`src/include/mvoc_pkg.sv`:
```
/*
 * Constants and types for the manipulated-value output conditioning block.
 * Assumes values in signed 0.1 % steps and one 200 MHz control clock.
 */
package mvoc_pkg;
    localparam int VAL_W = 16;
    localparam int ACC_W = 24;
    localparam logic [7:0] REG_CTRL = 8'h00;
    localparam logic [7:0] REG_MV_HI = 8'h04;
    localparam logic [7:0] REG_MV_LO = 8'h08;
    localparam logic [7:0] REG_STOP_MV = 8'h0c;
    localparam logic [7:0] REG_ERR_MV = 8'h10;
    localparam logic [7:0] REG_MAN_MV = 8'h14;
    localparam logic [7:0] REG_RATE = 8'h18;
    localparam logic [7:0] REG_LOWCUT = 8'h1c;
    localparam logic [7:0] REG_STATUS = 8'h20;
    localparam logic [7:0] REG_MV_OUT = 8'h24;
    localparam logic [7:0] REG_PV_OUT = 8'h28;
    localparam logic signed [VAL_W-1:0] PCT_0 = 16'sh0000;
    localparam logic signed [VAL_W-1:0] PCT_100 = 16'sh03e8;
    localparam logic signed [VAL_W-1:0] PCT_105 = 16'sh041a;
    localparam logic signed [VAL_W-1:0] PCT_NEG5 = -16'sh0032;
    localparam logic signed [VAL_W-1:0] PCT_NEG105 = -16'sh041a;
    localparam logic signed [VAL_W-1:0] MV_HI_RST = 16'sh03e8;
    localparam logic signed [VAL_W-1:0] MV_LO_RST = 16'sh0000;
    localparam logic signed [VAL_W-1:0] ZERO_RST = 16'sh0000;
    localparam int MILLI_PER_TENTH = 100;
    localparam int SQRT_SCALE = 1000;
    localparam int CLK_PERIOD_NS = 5;
    localparam int CTRL_PERIOD_MS = 100;
    localparam int TICK_CYCLES = CTRL_PERIOD_MS * 1000000 / CLK_PERIOD_NS;
    localparam int STEP_MUL = CTRL_PERIOD_MS / 10;
    localparam int TICK_W = 25;
    typedef struct packed {
        logic onoff;
        logic autotune;
        logic stop;
        logic manual;
        logic heat_cool;
        logic man_lim_en;
        logic sqrt_en;
    } mvoc_ctrl_t;
    localparam mvoc_ctrl_t CTRL_RST = 7'h00;
    typedef enum logic [1:0] {
        SRC_CALC = 2'b00,
        SRC_ERR = 2'b01,
        SRC_STOP = 2'b11,
        SRC_MAN = 2'b10
    } mvoc_src_t;
    typedef struct packed {
        logic [7:0] paddr;
        logic psel;
        logic penable;
        logic pwrite;
        logic [31:0] pwdata;
    } mvoc_apb_req_t;
endpackage

```
`src/hw/mvoc_top.sv`:
```
/*
 * Output conditioning: source priority, limits, slew limiting, heat/cool
 * split and PV square-root extraction, configured over APB.
 * Assumes calculated MV, PV and error flag are synchronous to i_mclk.
 */
// Design decisions made here: the APB slave port and the placing of the registers.
`timescale 1ns/1ps
module mvoc_top #(
    parameter int P_TICK_CYC = mvoc_pkg::TICK_CYCLES
) (
    // Clock and reset
    input wire logic i_mclk,
    input wire logic i_rst_n,
    // APB slave
    input wire mvoc_pkg::mvoc_apb_req_t i_apb,
    output logic [31:0] o_prdata,
    output logic o_pready,
    output logic o_pslverr,
    // Process side
    input wire logic signed [15:0] i_calc_mv,
    input wire logic signed [15:0] i_pv_in,
    input wire logic i_pv_err,
    // Conditioned outputs
    output logic signed [15:0] o_mv,
    output logic [15:0] o_heat,
    output logic [15:0] o_cool,
    output logic signed [15:0] o_pv
);
    import mvoc_pkg::*;

    ////////////////////////////////////////////////////////////////////////
    function automatic logic signed [VAL_W-1:0] sat(input logic signed [VAL_W-1:0] v,
                                                   input logic signed [VAL_W-1:0] lo,
                                                   input logic signed [VAL_W-1:0] hi);
        if (v < lo)
            sat = lo;
        else if (v > hi)
            sat = hi;
        else
            sat = v;
    endfunction

    function automatic logic [9:0] isqrt(input logic [19:0] v);
        logic [9:0] r;
        logic [9:0] t;
        r = 10'h000;
        for (int b = 9; b >= 0; b--)
        begin
            t = r | (10'h001 << b);
            if ({10'h000, t} * {10'h000, t} <= v)
                r = t;
        end
        isqrt = r;
    endfunction

    ////////////////////////////////////////////////////////////////////////
    // Registers
    mvoc_ctrl_t ctrl_ff, nxt_ctrl;
    logic signed [VAL_W-1:0] hi_ff, nxt_hi, lo_ff, nxt_lo, stop_ff, nxt_stop;
    logic signed [VAL_W-1:0] err_ff, nxt_err, man_ff, nxt_man, rate_ff, nxt_rate;
    logic signed [VAL_W-1:0] cut_ff, nxt_cut;
    logic wr_en, rd_hit;
    logic signed [VAL_W-1:0] wv;

    assign wr_en = i_apb.psel && i_apb.penable && i_apb.pwrite;
    assign wv = i_apb.pwdata[VAL_W-1:0];
    // Zero-wait slave: every access completes in its first access cycle
    assign o_pready = 1'b1;

    always_comb
    begin
        nxt_ctrl = ctrl_ff;
        nxt_hi = hi_ff;
        nxt_lo = lo_ff;
        nxt_stop = stop_ff;
        nxt_err = err_ff;
        nxt_man = man_ff;
        nxt_rate = rate_ff;
        nxt_cut = cut_ff;
        if (wr_en)
        begin
            if (i_apb.paddr == REG_CTRL)
                nxt_ctrl = mvoc_ctrl_t'(i_apb.pwdata[6:0]);
            else if (i_apb.paddr == REG_MV_HI)
                nxt_hi = sat(wv, PCT_NEG105, PCT_105);
            else if (i_apb.paddr == REG_MV_LO)
                nxt_lo = sat(wv, PCT_NEG105, PCT_105);
            else if (i_apb.paddr == REG_STOP_MV)
                nxt_stop = sat(wv, PCT_NEG105, PCT_105);
            else if (i_apb.paddr == REG_ERR_MV)
                nxt_err = sat(wv, PCT_NEG105, PCT_105);
            else if (i_apb.paddr == REG_MAN_MV)
                nxt_man = sat(wv, PCT_NEG105, PCT_105);
            else if (i_apb.paddr == REG_RATE)
                nxt_rate = sat(wv, PCT_0, PCT_100);
            else if (i_apb.paddr == REG_LOWCUT)
                nxt_cut = sat(wv, PCT_0, PCT_100);
        end
    end

    always_ff @(posedge i_mclk)
    begin
        if (!i_rst_n)
        begin
            ctrl_ff <= CTRL_RST;
            hi_ff <= MV_HI_RST;
            lo_ff <= MV_LO_RST;
            stop_ff <= ZERO_RST;
            err_ff <= ZERO_RST;
            man_ff <= ZERO_RST;
            rate_ff <= ZERO_RST;
            cut_ff <= ZERO_RST;
        end
        else
        begin
            ctrl_ff <= nxt_ctrl;
            hi_ff <= nxt_hi;
            lo_ff <= nxt_lo;
            stop_ff <= nxt_stop;
            err_ff <= nxt_err;
            man_ff <= nxt_man;
            rate_ff <= nxt_rate;
            cut_ff <= nxt_cut;
        end
    end

    ////////////////////////////////////////////////////////////////////////
    // Source selection and limits
    mvoc_src_t src;
    logic signed [VAL_W-1:0] lo_rng, stop_use, err_use, man_use, calc_lim, sel_mv;
    logic bypass;

    always_comb
    begin
        // Stop and error values are ranged by control type at use time
        lo_rng = ctrl_ff.heat_cool ? PCT_NEG105 : PCT_NEG5;
        stop_use = sat(stop_ff, lo_rng, PCT_105);
        err_use = sat(err_ff, lo_rng, PCT_105);
        man_use = ctrl_ff.man_lim_en ? sat(man_ff, lo_ff, hi_ff) : man_ff;
        calc_lim = sat(i_calc_mv, lo_ff, hi_ff);
        if (ctrl_ff.manual)
        begin
            src = SRC_MAN;
            sel_mv = man_use;
        end
        else if (ctrl_ff.stop)
        begin
            src = SRC_STOP;
            sel_mv = stop_use;
        end
        else if (i_pv_err)
        begin
            src = SRC_ERR;
            sel_mv = err_use;
        end
        else
        begin
            src = SRC_CALC;
            sel_mv = calc_lim;
        end
        bypass = (src != SRC_CALC) || ctrl_ff.autotune || ctrl_ff.onoff
                 || (rate_ff == PCT_0);
    end

    ////////////////////////////////////////////////////////////////////////
    // Slew limiter, stepped once per control period
    logic [TICK_W-1:0] tick_ff, nxt_tick;
    logic signed [ACC_W-1:0] acc_ff, nxt_acc, tgt_m, diff, step;
    logic signed [VAL_W-1:0] mv_ff, nxt_mv;
    logic tick;

    always_comb
    begin
        tick = (tick_ff == TICK_W'(P_TICK_CYC - 1));
        nxt_tick = tick ? '0 : tick_ff + TICK_W'(1);
        tgt_m = ACC_W'(sel_mv) * ACC_W'(MILLI_PER_TENTH);
        step = ACC_W'(rate_ff) * ACC_W'(STEP_MUL);
        diff = tgt_m - acc_ff;
        nxt_acc = acc_ff;
        if (bypass)
            nxt_acc = tgt_m;
        else if (tick)
        begin
            if (diff > step)
                nxt_acc = acc_ff + step;
            else if (diff < -step)
                nxt_acc = acc_ff - step;
            else
                nxt_acc = tgt_m;
        end
        nxt_mv = VAL_W'(nxt_acc / ACC_W'(MILLI_PER_TENTH));
    end

    always_ff @(posedge i_mclk)
    begin
        if (!i_rst_n)
        begin
            tick_ff <= '0;
            acc_ff <= '0;
            mv_ff <= ZERO_RST;
        end
        else
        begin
            tick_ff <= nxt_tick;
            acc_ff <= nxt_acc;
            mv_ff <= nxt_mv;
        end
    end

    ////////////////////////////////////////////////////////////////////////
    // Heat/cool split and PV square root
    logic [VAL_W-1:0] heat_ff, nxt_heat, cool_ff, nxt_cool;
    logic signed [VAL_W-1:0] pv_ff, nxt_pv;
    logic [19:0] sq_arg;

    always_comb
    begin
        nxt_heat = VAL_W'(0);
        nxt_cool = VAL_W'(0);
        if (!ctrl_ff.heat_cool)
            nxt_heat = (nxt_mv > PCT_0) ? nxt_mv : PCT_0;
        else if (nxt_mv < PCT_0)
            nxt_cool = -nxt_mv;
        else
            nxt_heat = nxt_mv;
        // Arithmetic only for 0..100 %; other inputs never use it
        sq_arg = 20'(i_pv_in[10:0]) * 20'(SQRT_SCALE);
        if (!ctrl_ff.sqrt_en || i_pv_in < PCT_0 || i_pv_in > PCT_100)
            nxt_pv = i_pv_in;
        else if (i_pv_in < cut_ff)
            nxt_pv = PCT_0;
        else
            nxt_pv = VAL_W'(isqrt(sq_arg));
    end

    always_ff @(posedge i_mclk)
    begin
        if (!i_rst_n)
        begin
            heat_ff <= '0;
            cool_ff <= '0;
            pv_ff <= ZERO_RST;
        end
        else
        begin
            heat_ff <= nxt_heat;
            cool_ff <= nxt_cool;
            pv_ff <= nxt_pv;
        end
    end

    assign o_mv = mv_ff;
    assign o_heat = heat_ff;
    assign o_cool = cool_ff;
    assign o_pv = pv_ff;
    ////////////////////////////////////////////////////////////////////////
    // Read path; unmapped addresses answer with an error
    always_comb
    begin
        rd_hit = 1'b1;
        o_prdata = 32'h0000_0000;
        if (i_apb.paddr == REG_CTRL)
            o_prdata = 32'(ctrl_ff);
        else if (i_apb.paddr == REG_MV_HI)
            o_prdata = 32'($unsigned(hi_ff));
        else if (i_apb.paddr == REG_MV_LO)
            o_prdata = 32'($unsigned(lo_ff));
        else if (i_apb.paddr == REG_STOP_MV)
            o_prdata = 32'($unsigned(stop_ff));
        else if (i_apb.paddr == REG_ERR_MV)
            o_prdata = 32'($unsigned(err_ff));
        else if (i_apb.paddr == REG_MAN_MV)
            o_prdata = 32'($unsigned(man_ff));
        else if (i_apb.paddr == REG_RATE)
            o_prdata = 32'($unsigned(rate_ff));
        else if (i_apb.paddr == REG_LOWCUT)
            o_prdata = 32'($unsigned(cut_ff));
        else if (i_apb.paddr == REG_STATUS)
            o_prdata = {29'h0000_0000, bypass, src};
        else if (i_apb.paddr == REG_MV_OUT)
            o_prdata = 32'($unsigned(mv_ff));
        else if (i_apb.paddr == REG_PV_OUT)
            o_prdata = 32'($unsigned(pv_ff));
        else
            rd_hit = 1'b0;
    end
    assign o_pslverr = i_apb.psel && i_apb.penable && !rd_hit;
endmodule

```
`config.mk`:
```
export PLATFORM = sky130hd
export DESIGN_NAME = mvoc_top
export DESIGN_NICKNAME = d
export VERILOG_FILES = /design/src/include/mvoc_pkg.sv /design/src/hw/mvoc_top.sv
export SDC_FILE = /design/constraint.sdc
export NUM_CORES = 2
export LEC_CHECK = 0
export BUFFER_PORTS_ARGS = -buffer_cell sky130_fd_sc_hd__buf_4
export CAP_MARGIN = 20
export CORE_MARGIN = 2
export CORE_UTILIZATION = 40
export CTS_CLUSTER_DIAMETER = 120
export DETAILED_ROUTE_END_ITERATION = 10
export PLACE_DENSITY = 0.53
export REMOVE_ABC_BUFFERS = 1
export SYNTH_ARGS = -nofsm -noshare
export SYNTH_HDL_FRONTEND = slang
export SYNTH_SLANG_ARGS = --single-unit
export TNS_END_PERCENT = 50
```
`constraint.sdc`:
```
create_clock -name i_mclk -period 121.6 [get_ports i_mclk]
set_clock_uncertainty 0.05 [all_clocks]
set_input_delay 6.08 -clock i_mclk [delete_from_list [all_inputs] [get_ports i_mclk]]
set_output_delay 6.08 -clock i_mclk [all_outputs]
set_load 0.01 [all_outputs]
```
# After elaboration in Yosys (flattened, before gate mapping)
# Index checks and enable logic that the tools add are counted.
op_classes:
  eq_ne: 11
  mul: 12
  magnitude_cmp: 29
  addsub: 6
  div_mod_pow: 1
  muxes: 79
  reduce_logical: 23
  bitwise_logic: 8
op_table:
  columns: ["cell", "n"]
  rows:
  - ["two-way mux 16 bit", 31]
  - ["two-way mux 10 bit", 20]
  - ["less-or-equal comparator 20 bit", 9]
  - ["multiplier 10 x 10 -> 20 bit", 9]
  - ["two-way mux 24 bit", 4]
  - ["> comparator 16 x 12 -> 1 bit, second input constant", 3]
  - ["< comparator 16 x 1 -> 1 bit, second input constant", 3]
  - ["< comparator 16 bit", 3]
  - ["equality test 8 x 5 -> 1 bit, second input constant", 4]
  - ["> comparator 16 x 11 -> 1 bit, second input constant", 2]
  - ["> comparator 16 bit", 2]
  - ["< comparator 16 x 12 -> 1 bit", 2]
  - ["adder 25 x 1 -> 25 bit, second input constant", 1]
  - ["equality test 25 bit, second input constant", 1]
  - ["adder 24 x 21 -> 24 bit", 1]
  - ["divider 24 x 8 -> 24 bit, second input constant", 1]
  - ["equality test 8 x 6 -> 1 bit, second input constant", 3]
  - ["> comparator 24 x 21 -> 1 bit", 1]
  - ["< comparator 24 bit", 1]
  - ["negator 21 -> 24 bit", 1]
  - ["subtractor 24 x 21 -> 24 bit", 1]
  - ["subtractor 24 bit", 1]
  - ["multiplier 16 x 6 -> 22 bit, second input constant", 1]
  - ["less-or-equal comparator 19 x 20 -> 1 bit, first input constant", 1]
  - ["33 further kinds", 63]
totals:
  out_inout_bits: 98
  elab_cells: 189
  regBits: 232
  in_bits: 78

# Longest topological paths before layout
depth:
  word_depth: 50
  depth_mapped: 215
  ltp_nobuf: 210

# Least setup slack after synthesis
# Ideal clock, no wire load.
synth_timing:
  kind: "input-to-reg"
  from: "input i_pv_in[0]"
  to: "register pv_ff[0], in the netlist o_pv[0]"
  t_required_ns: 121.433
  path_buffers: 5
  arrival_ns: 48.072
  stages: 194
  slack_ns: 73.361
  setup_time_ns: 0.117
  cell_sequence: "fa_1 inv_1 fa_1 fa_1 inv_1 fa_1 ha_1 inv_1 o21bai_1 a21oi_1 o21bai_1 a21oi_1 o21bai_1 a21oi_1 o21bai_1 a21o_1 a21oi_1 xor2_1 [158 not listed] fa_1 inv_1 ha_1 inv_1 o21ai_0 a21oi_1 o21ai_0 a21oi_1 o21ai_0 a21o_1 a21oi_1 o21bai_1 a21oi_1 xnor2_1 ha_1 nor2b_1 o21ai_0 a22o_1"
synth_via:
  elab_chain_len: 50
  elab_cells_between_ends: 55
  cone_classes: "mul: 10; order compare: 13; mux: 30; reduce/logical: 2"
synth_lines:
  columns: ["element", "line", "source"]
  rows:
  - ["start: declaration", "mvoc_top.sv:21", "input wire logic signed [15:0] i_pv_in,"]
  - ["multiplier 11 x 7 -> 17 bit", "mvoc_top.sv:227", "sq_arg = 20'(i_pv_in[10:0]) * 20'(SQRT_SCALE);"]
  - ["less-or-equal comparator 19 x 20 -> 1 bit", "mvoc_top.sv:50", "if ({10'h000, t} * {10'h000, t} <= v)"]
  - ["two-way mux 10 bit", "mvoc_top.sv:50", null]
  - ["two-way mux 10 bit", "mvoc_top.sv:230", "else if (i_pv_in < cut_ff)"]
  - ["two-way mux 10 bit", "mvoc_top.sv:228", "if (!ctrl_ff.sqrt_en || i_pv_in < PCT_0 || i_pv_in > PCT_100)"]
  - ["multiplier 10 x 10 -> 20 bit", "mvoc_top.sv:50", null]
  - ["less-or-equal comparator 20 bit", "mvoc_top.sv:50", null]
  - ["two-way mux 9 bit", "mvoc_top.sv:50", null]
  - ["[34 not listed]", null, null]
  - ["two-way mux 2 bit", "mvoc_top.sv:50", null]
  - ["two-way mux 10 bit", "mvoc_top.sv:230", null]
  - ["two-way mux 10 bit", "mvoc_top.sv:228", null]
  - ["multiplier 10 x 10 -> 20 bit", "mvoc_top.sv:50", null]
  - ["less-or-equal comparator 20 bit", "mvoc_top.sv:50", null]
  - ["two-way mux 1 bit", "mvoc_top.sv:50", null]
  - ["two-way mux 10 bit", "mvoc_top.sv:230", null]
  - ["two-way mux 16 bit *", "mvoc_top.sv:228", null]
  - ["end signal: assignment", "mvoc_top.sv:248", "pv_ff <= nxt_pv;"]
  - ["end: declaration", "mvoc_top.sv:213", "logic signed [VAL_W-1:0] pv_ff, nxt_pv;"]
# Every way passes the cells marked *; elsewhere a longest branch is shown, timed or not. The select of a mux whose other input is x is not followed.
# A chain may end at the register's enable or synchronous reset.

# Worst setup path in the final report
# Ends and elaborated chain as after synthesis.

==> impl_metrics.py <==
metrics = {
    "logic_synthesis": {
        "yosysUniqueCellTypes": 140,
        "ys_async_sr_fraction_pct": 0,
        "synth_top_flop_cell": "dfxtp_1",
        "ys_seq_elements": 230,
        "ys.warnings.count": 0,
        "synth_edf_count": 0,
        "syn-instance-count": 4551,
        "syn_area_per_cell_sq_um": 7.94,
        "syn_area_sq_um": 36100,
        "yosysSeqAreaShare_pct": 12.7,
    },
    "clock_network": {
        "cts_tree": "built",
        "clkLatencyLatePin_ps": 580,
        "clk_pin_slew_worst_paths_ps": 60,
        "cts_htree_levels": 1,
        "clockRootBuffer": "clkbuf_16",
        "cts_buffer_depth": 3,
        "holdBufCountCts": 0,
        "numCtsBuffers": 28,
        "post_cts_resize_count": 0,
        "cts_setup_buffers": 0,
        "clock_sinks": 230,
    },
    "worst_setup_path": {
        "required_ps": 122010,
        "worstReg2RegEnd": "o_heat[0]",
        "critPathCaptureType": "flop",
        "worst_path_most_repeated_cell": "ha_1",
        "crit_slowest_cell": "xnor2_1",
        "path_max_fanout": 19,
        "setup.worst_path.start_class": "input port",
        "arrival_ps": 52050,
        "r2r_cells": 87,
        "reg2reg_from": "hi_ff[15]",
        "ff2ff_setup_slack_ps": 92870,
        "path_class": "input port to flop",
        "max_stage_delay_ps": 750,
    },
    "final_layout": {
        "layout-drive-gt1-share_pct": 8.81,
        "nFillCells": 9230,
        "synthToLayoutAreaGrowth_pct": 9.17,
        "nets": 5441,
        "fin_area_sq_um": 39400,
    },
    "floorplan": {
        "die_x_microns": 305,
        "placementRows": 110,
        "start_util_pct": 40.3,
        "die_y_microns": 305,
        "die_area_sq_um": 92700,
        "pin_count": 176,
        "design.core.area_sq_um": 89700,
    },
    "timing": {
        "tns_ps": 0,
        "worst_pin_slew_ps": 1080,
        "slew_headroom_pct": 27.4,
        "fin_crit_sh_pct": 42.5,
        "hold_viol": 0,
        "period_needed_ps": 51640,
        "setup_viol": 0,
        "rsz0062_at_grt": "false",
        "drv_slew": 0,
        "max_freq_mhz": 19.4,
    },
    "detailed_routing": {
        "route.met2.wl_mm": 57.2,
        "dr_wl_met3_mm": 7.14,
        "dr.max_layer_used": "met5",
        "ant_nets": 0,
        "vias_per_cell": 5.79,
        "drt_pre_antenna_iters": 7,
        "met1Wirelength_mm": 56.7,
        "vias": 33800,
        "drc_errors": 0,
        "routedWlPerCell_microns": 21.5,
        "drt_wl_total_mm": 125,
        "drtIter0Drc": 2636,
    },
    "placement": {
        "dp_hpwl_mm": 102,
        "portBuffers": 142,
        "placed_cell_area_sq_um": 38500,
        "gp_congestion": 0.991,
    },
    "grt": {
        "grt_max_degree": 74,
        "grt_usage_pct": 26.3,
        "antenna_found_initial": 2,
        "overflow": 0,
        "grt_pass1_wl_mm": 193,
        "first_global_vias": 32200,
    },
    "worst_hold_path": {
        "min_path_type": "flop to flop",
        "hold_depth": 1,
        "min_from": "tick_ff[0]",
        "whs_endpoint": "tick_ff[0]",
    },
    "outcome": {
        "outcome": "finished clean",
    },
    "flow_run": {
        "maxCapViolCount": 0,
    },
}
==> registers in the layout (all words and copies together) (netlist names) <==
signal / cells
o_heat: 16
rate_ff: 15
err_ff: 16
o_cool: 16
o_mv: 16
lo_ff: 16
man_ff: 16
stop_ff: 16
tick_ff: 25
o_pv: 16
ctrl_ff: 7
acc_ff: 24
hi_ff: 16
cut_ff: 15
==> cell families (layout without fill, tap and decap cells) <==
kind of cell	Yosys count	after routing	synth area share, %
buffers and inverters	609	705	6.85
flip-flops	230	230	12.7
adder cells (fa/ha/maj)	725	725	28.5
other	2	19	0.0208
XOR/XNOR	297	297	7.37
AND/OR/NAND/NOR	1383	1383	18.8
multiplexers	63	63	1.95
AO/OA/AOI/OAI	1242	1242	23.8
==> placed cells by master (no fill, tap or decap), types with 44 or more instances in the layout <==
master / netlist / routed
nor2_1: 460 / 460
a21oi_1: 339 / 337
o21ai_0: 195 / 194
a31oi_1: 57 / 57
and3_1: 47 / 47
nor2b_1: 46 / 46
a211oi_1: 57 / 57
nand3_1: 113 / 113
mux2i_1: 46 / 45
xor2_1: 72 / 72
nand2_1: 297 / 297
ha_1: 559 / 559
nand4_1: 55 / 55
xnor2_1: 217 / 217
dfxtp_1: 230 / 230
nor3_1: 84 / 82
nand2b_1: 60 / 60
inv_1: 442 / 441
o21a_1: 44 / 44
and2_1: 53 / 53
a21o_1: 65 / 65
fa_1: 162 / 162
buf_4: 25 / 206
==> synthesized netlist by cell type (13+ instances only) <==
library cell  number  share of area (%)
a211o_1           21               0.51
a211oi_1          57                1.2
a21o_1            65                1.4
a21oi_1          339                4.7
a221oi_1          17               0.41
a222oi_1          14               0.39
a22oi_1           24               0.50
a31oi_1           57               0.99
and2_1            53               0.92
and3_1            47               0.81
and4_1            13               0.32
buf_2             14               0.19
buf_4             25               0.52
clkbuf_1         111                1.2
dfxtp_1          230                 13
fa_1             162                9.0
ha_1             559                 19
inv_1            442                4.6
mux2i_1           46                1.3
nand2_1          297                3.1
nand2b_1          60                1.0
nand3_1          113                1.6
nand4_1           55               0.95
nor2_1           460                4.8
nor2b_1           46               0.80
nor3_1            84                1.2
nor4_1            31               0.54
o211ai_1          41               0.85
o21a_1            44               0.91
o21ai_0          195                2.7
o21ai_1           28               0.39
o21bai_1          41               0.85
o221ai_1          27               0.65
o22ai_1           32               0.55
o31ai_1           24               0.50
or2_2             14               0.24
or3_1             23               0.40
or4_1             13               0.27
xnor2_1          217                5.3
xor2_1            72                1.7
==> final cells by class <==
class | instances | area [sq um] | share of cell area [%]
Antenna cell | 1 | 2.50 | 0.00634
Clock buffer | 34 | 795 | 2.01
Inverter | 445 | 1670 | 4.24
Multi-Input combinational cell | 3728 | 29100 | 73.9
Sequential cell | 230 | 4600 | 11.7
Tap cell | 1176 | 1470 | 3.73
Timing Repair Buffer | 209 | 1600 | 4.05
Clock inverter | 17 | 155 | 0.393
==> worst max path at each step <==
stage,start,end,slack (ps),cells past startpoint
final,i_pv_in[0],o_pv[0],69960,204
after global routing,i_pv_in[0],o_pv[0],66540,198
after CTS,i_pv_in[0],o_pv[0],69660,201
after detailed placement,i_pv_in[0],o_pv[0],69230,201
after global placement,i_pv_in[0],o_pv[0],69320,201
after floorplan,i_pv_in[0],o_pv[0],73410,192
==> metrics by stage <==
step,std cells,setup WS [ps],hold WS [ps],utilization [%]
floorplan,4403,73410,376,-
global placement,5784,69320,390,42.8
detailed placement,5786,69230,399,42.9
CTS,5837,69660,413,43.9
global route,5839,66540,438,44.0
finish,5840,69960,407,44.0
==> critical path: cells and delay by family <==
kind / cells / cell delay [ps]
buffers and inverters: 40 / 6540
AOI/OAI and AO/OA: 58 / 10190
and+or+nand+nor: 33 / 5240
adders and majority gates: 61 / 21430
xor gates and xnor gates: 12 / 2390
==> layer usage <==
| layer | GRT usage (%) | up-vias |
|---|---|---|
| li1 | - | 16500 |
| met1 | 35.9 | 16100 |
| met2 | 43.5 | 1051 |
| met3 | 2.59 | 203 |
| met4 | 8.46 | 2 |
| met5 | 0 | - |
Power is left out: the tool's default activity adds up to more than one toggle a clock period on the data nets, which glitch-free logic cannot reach.
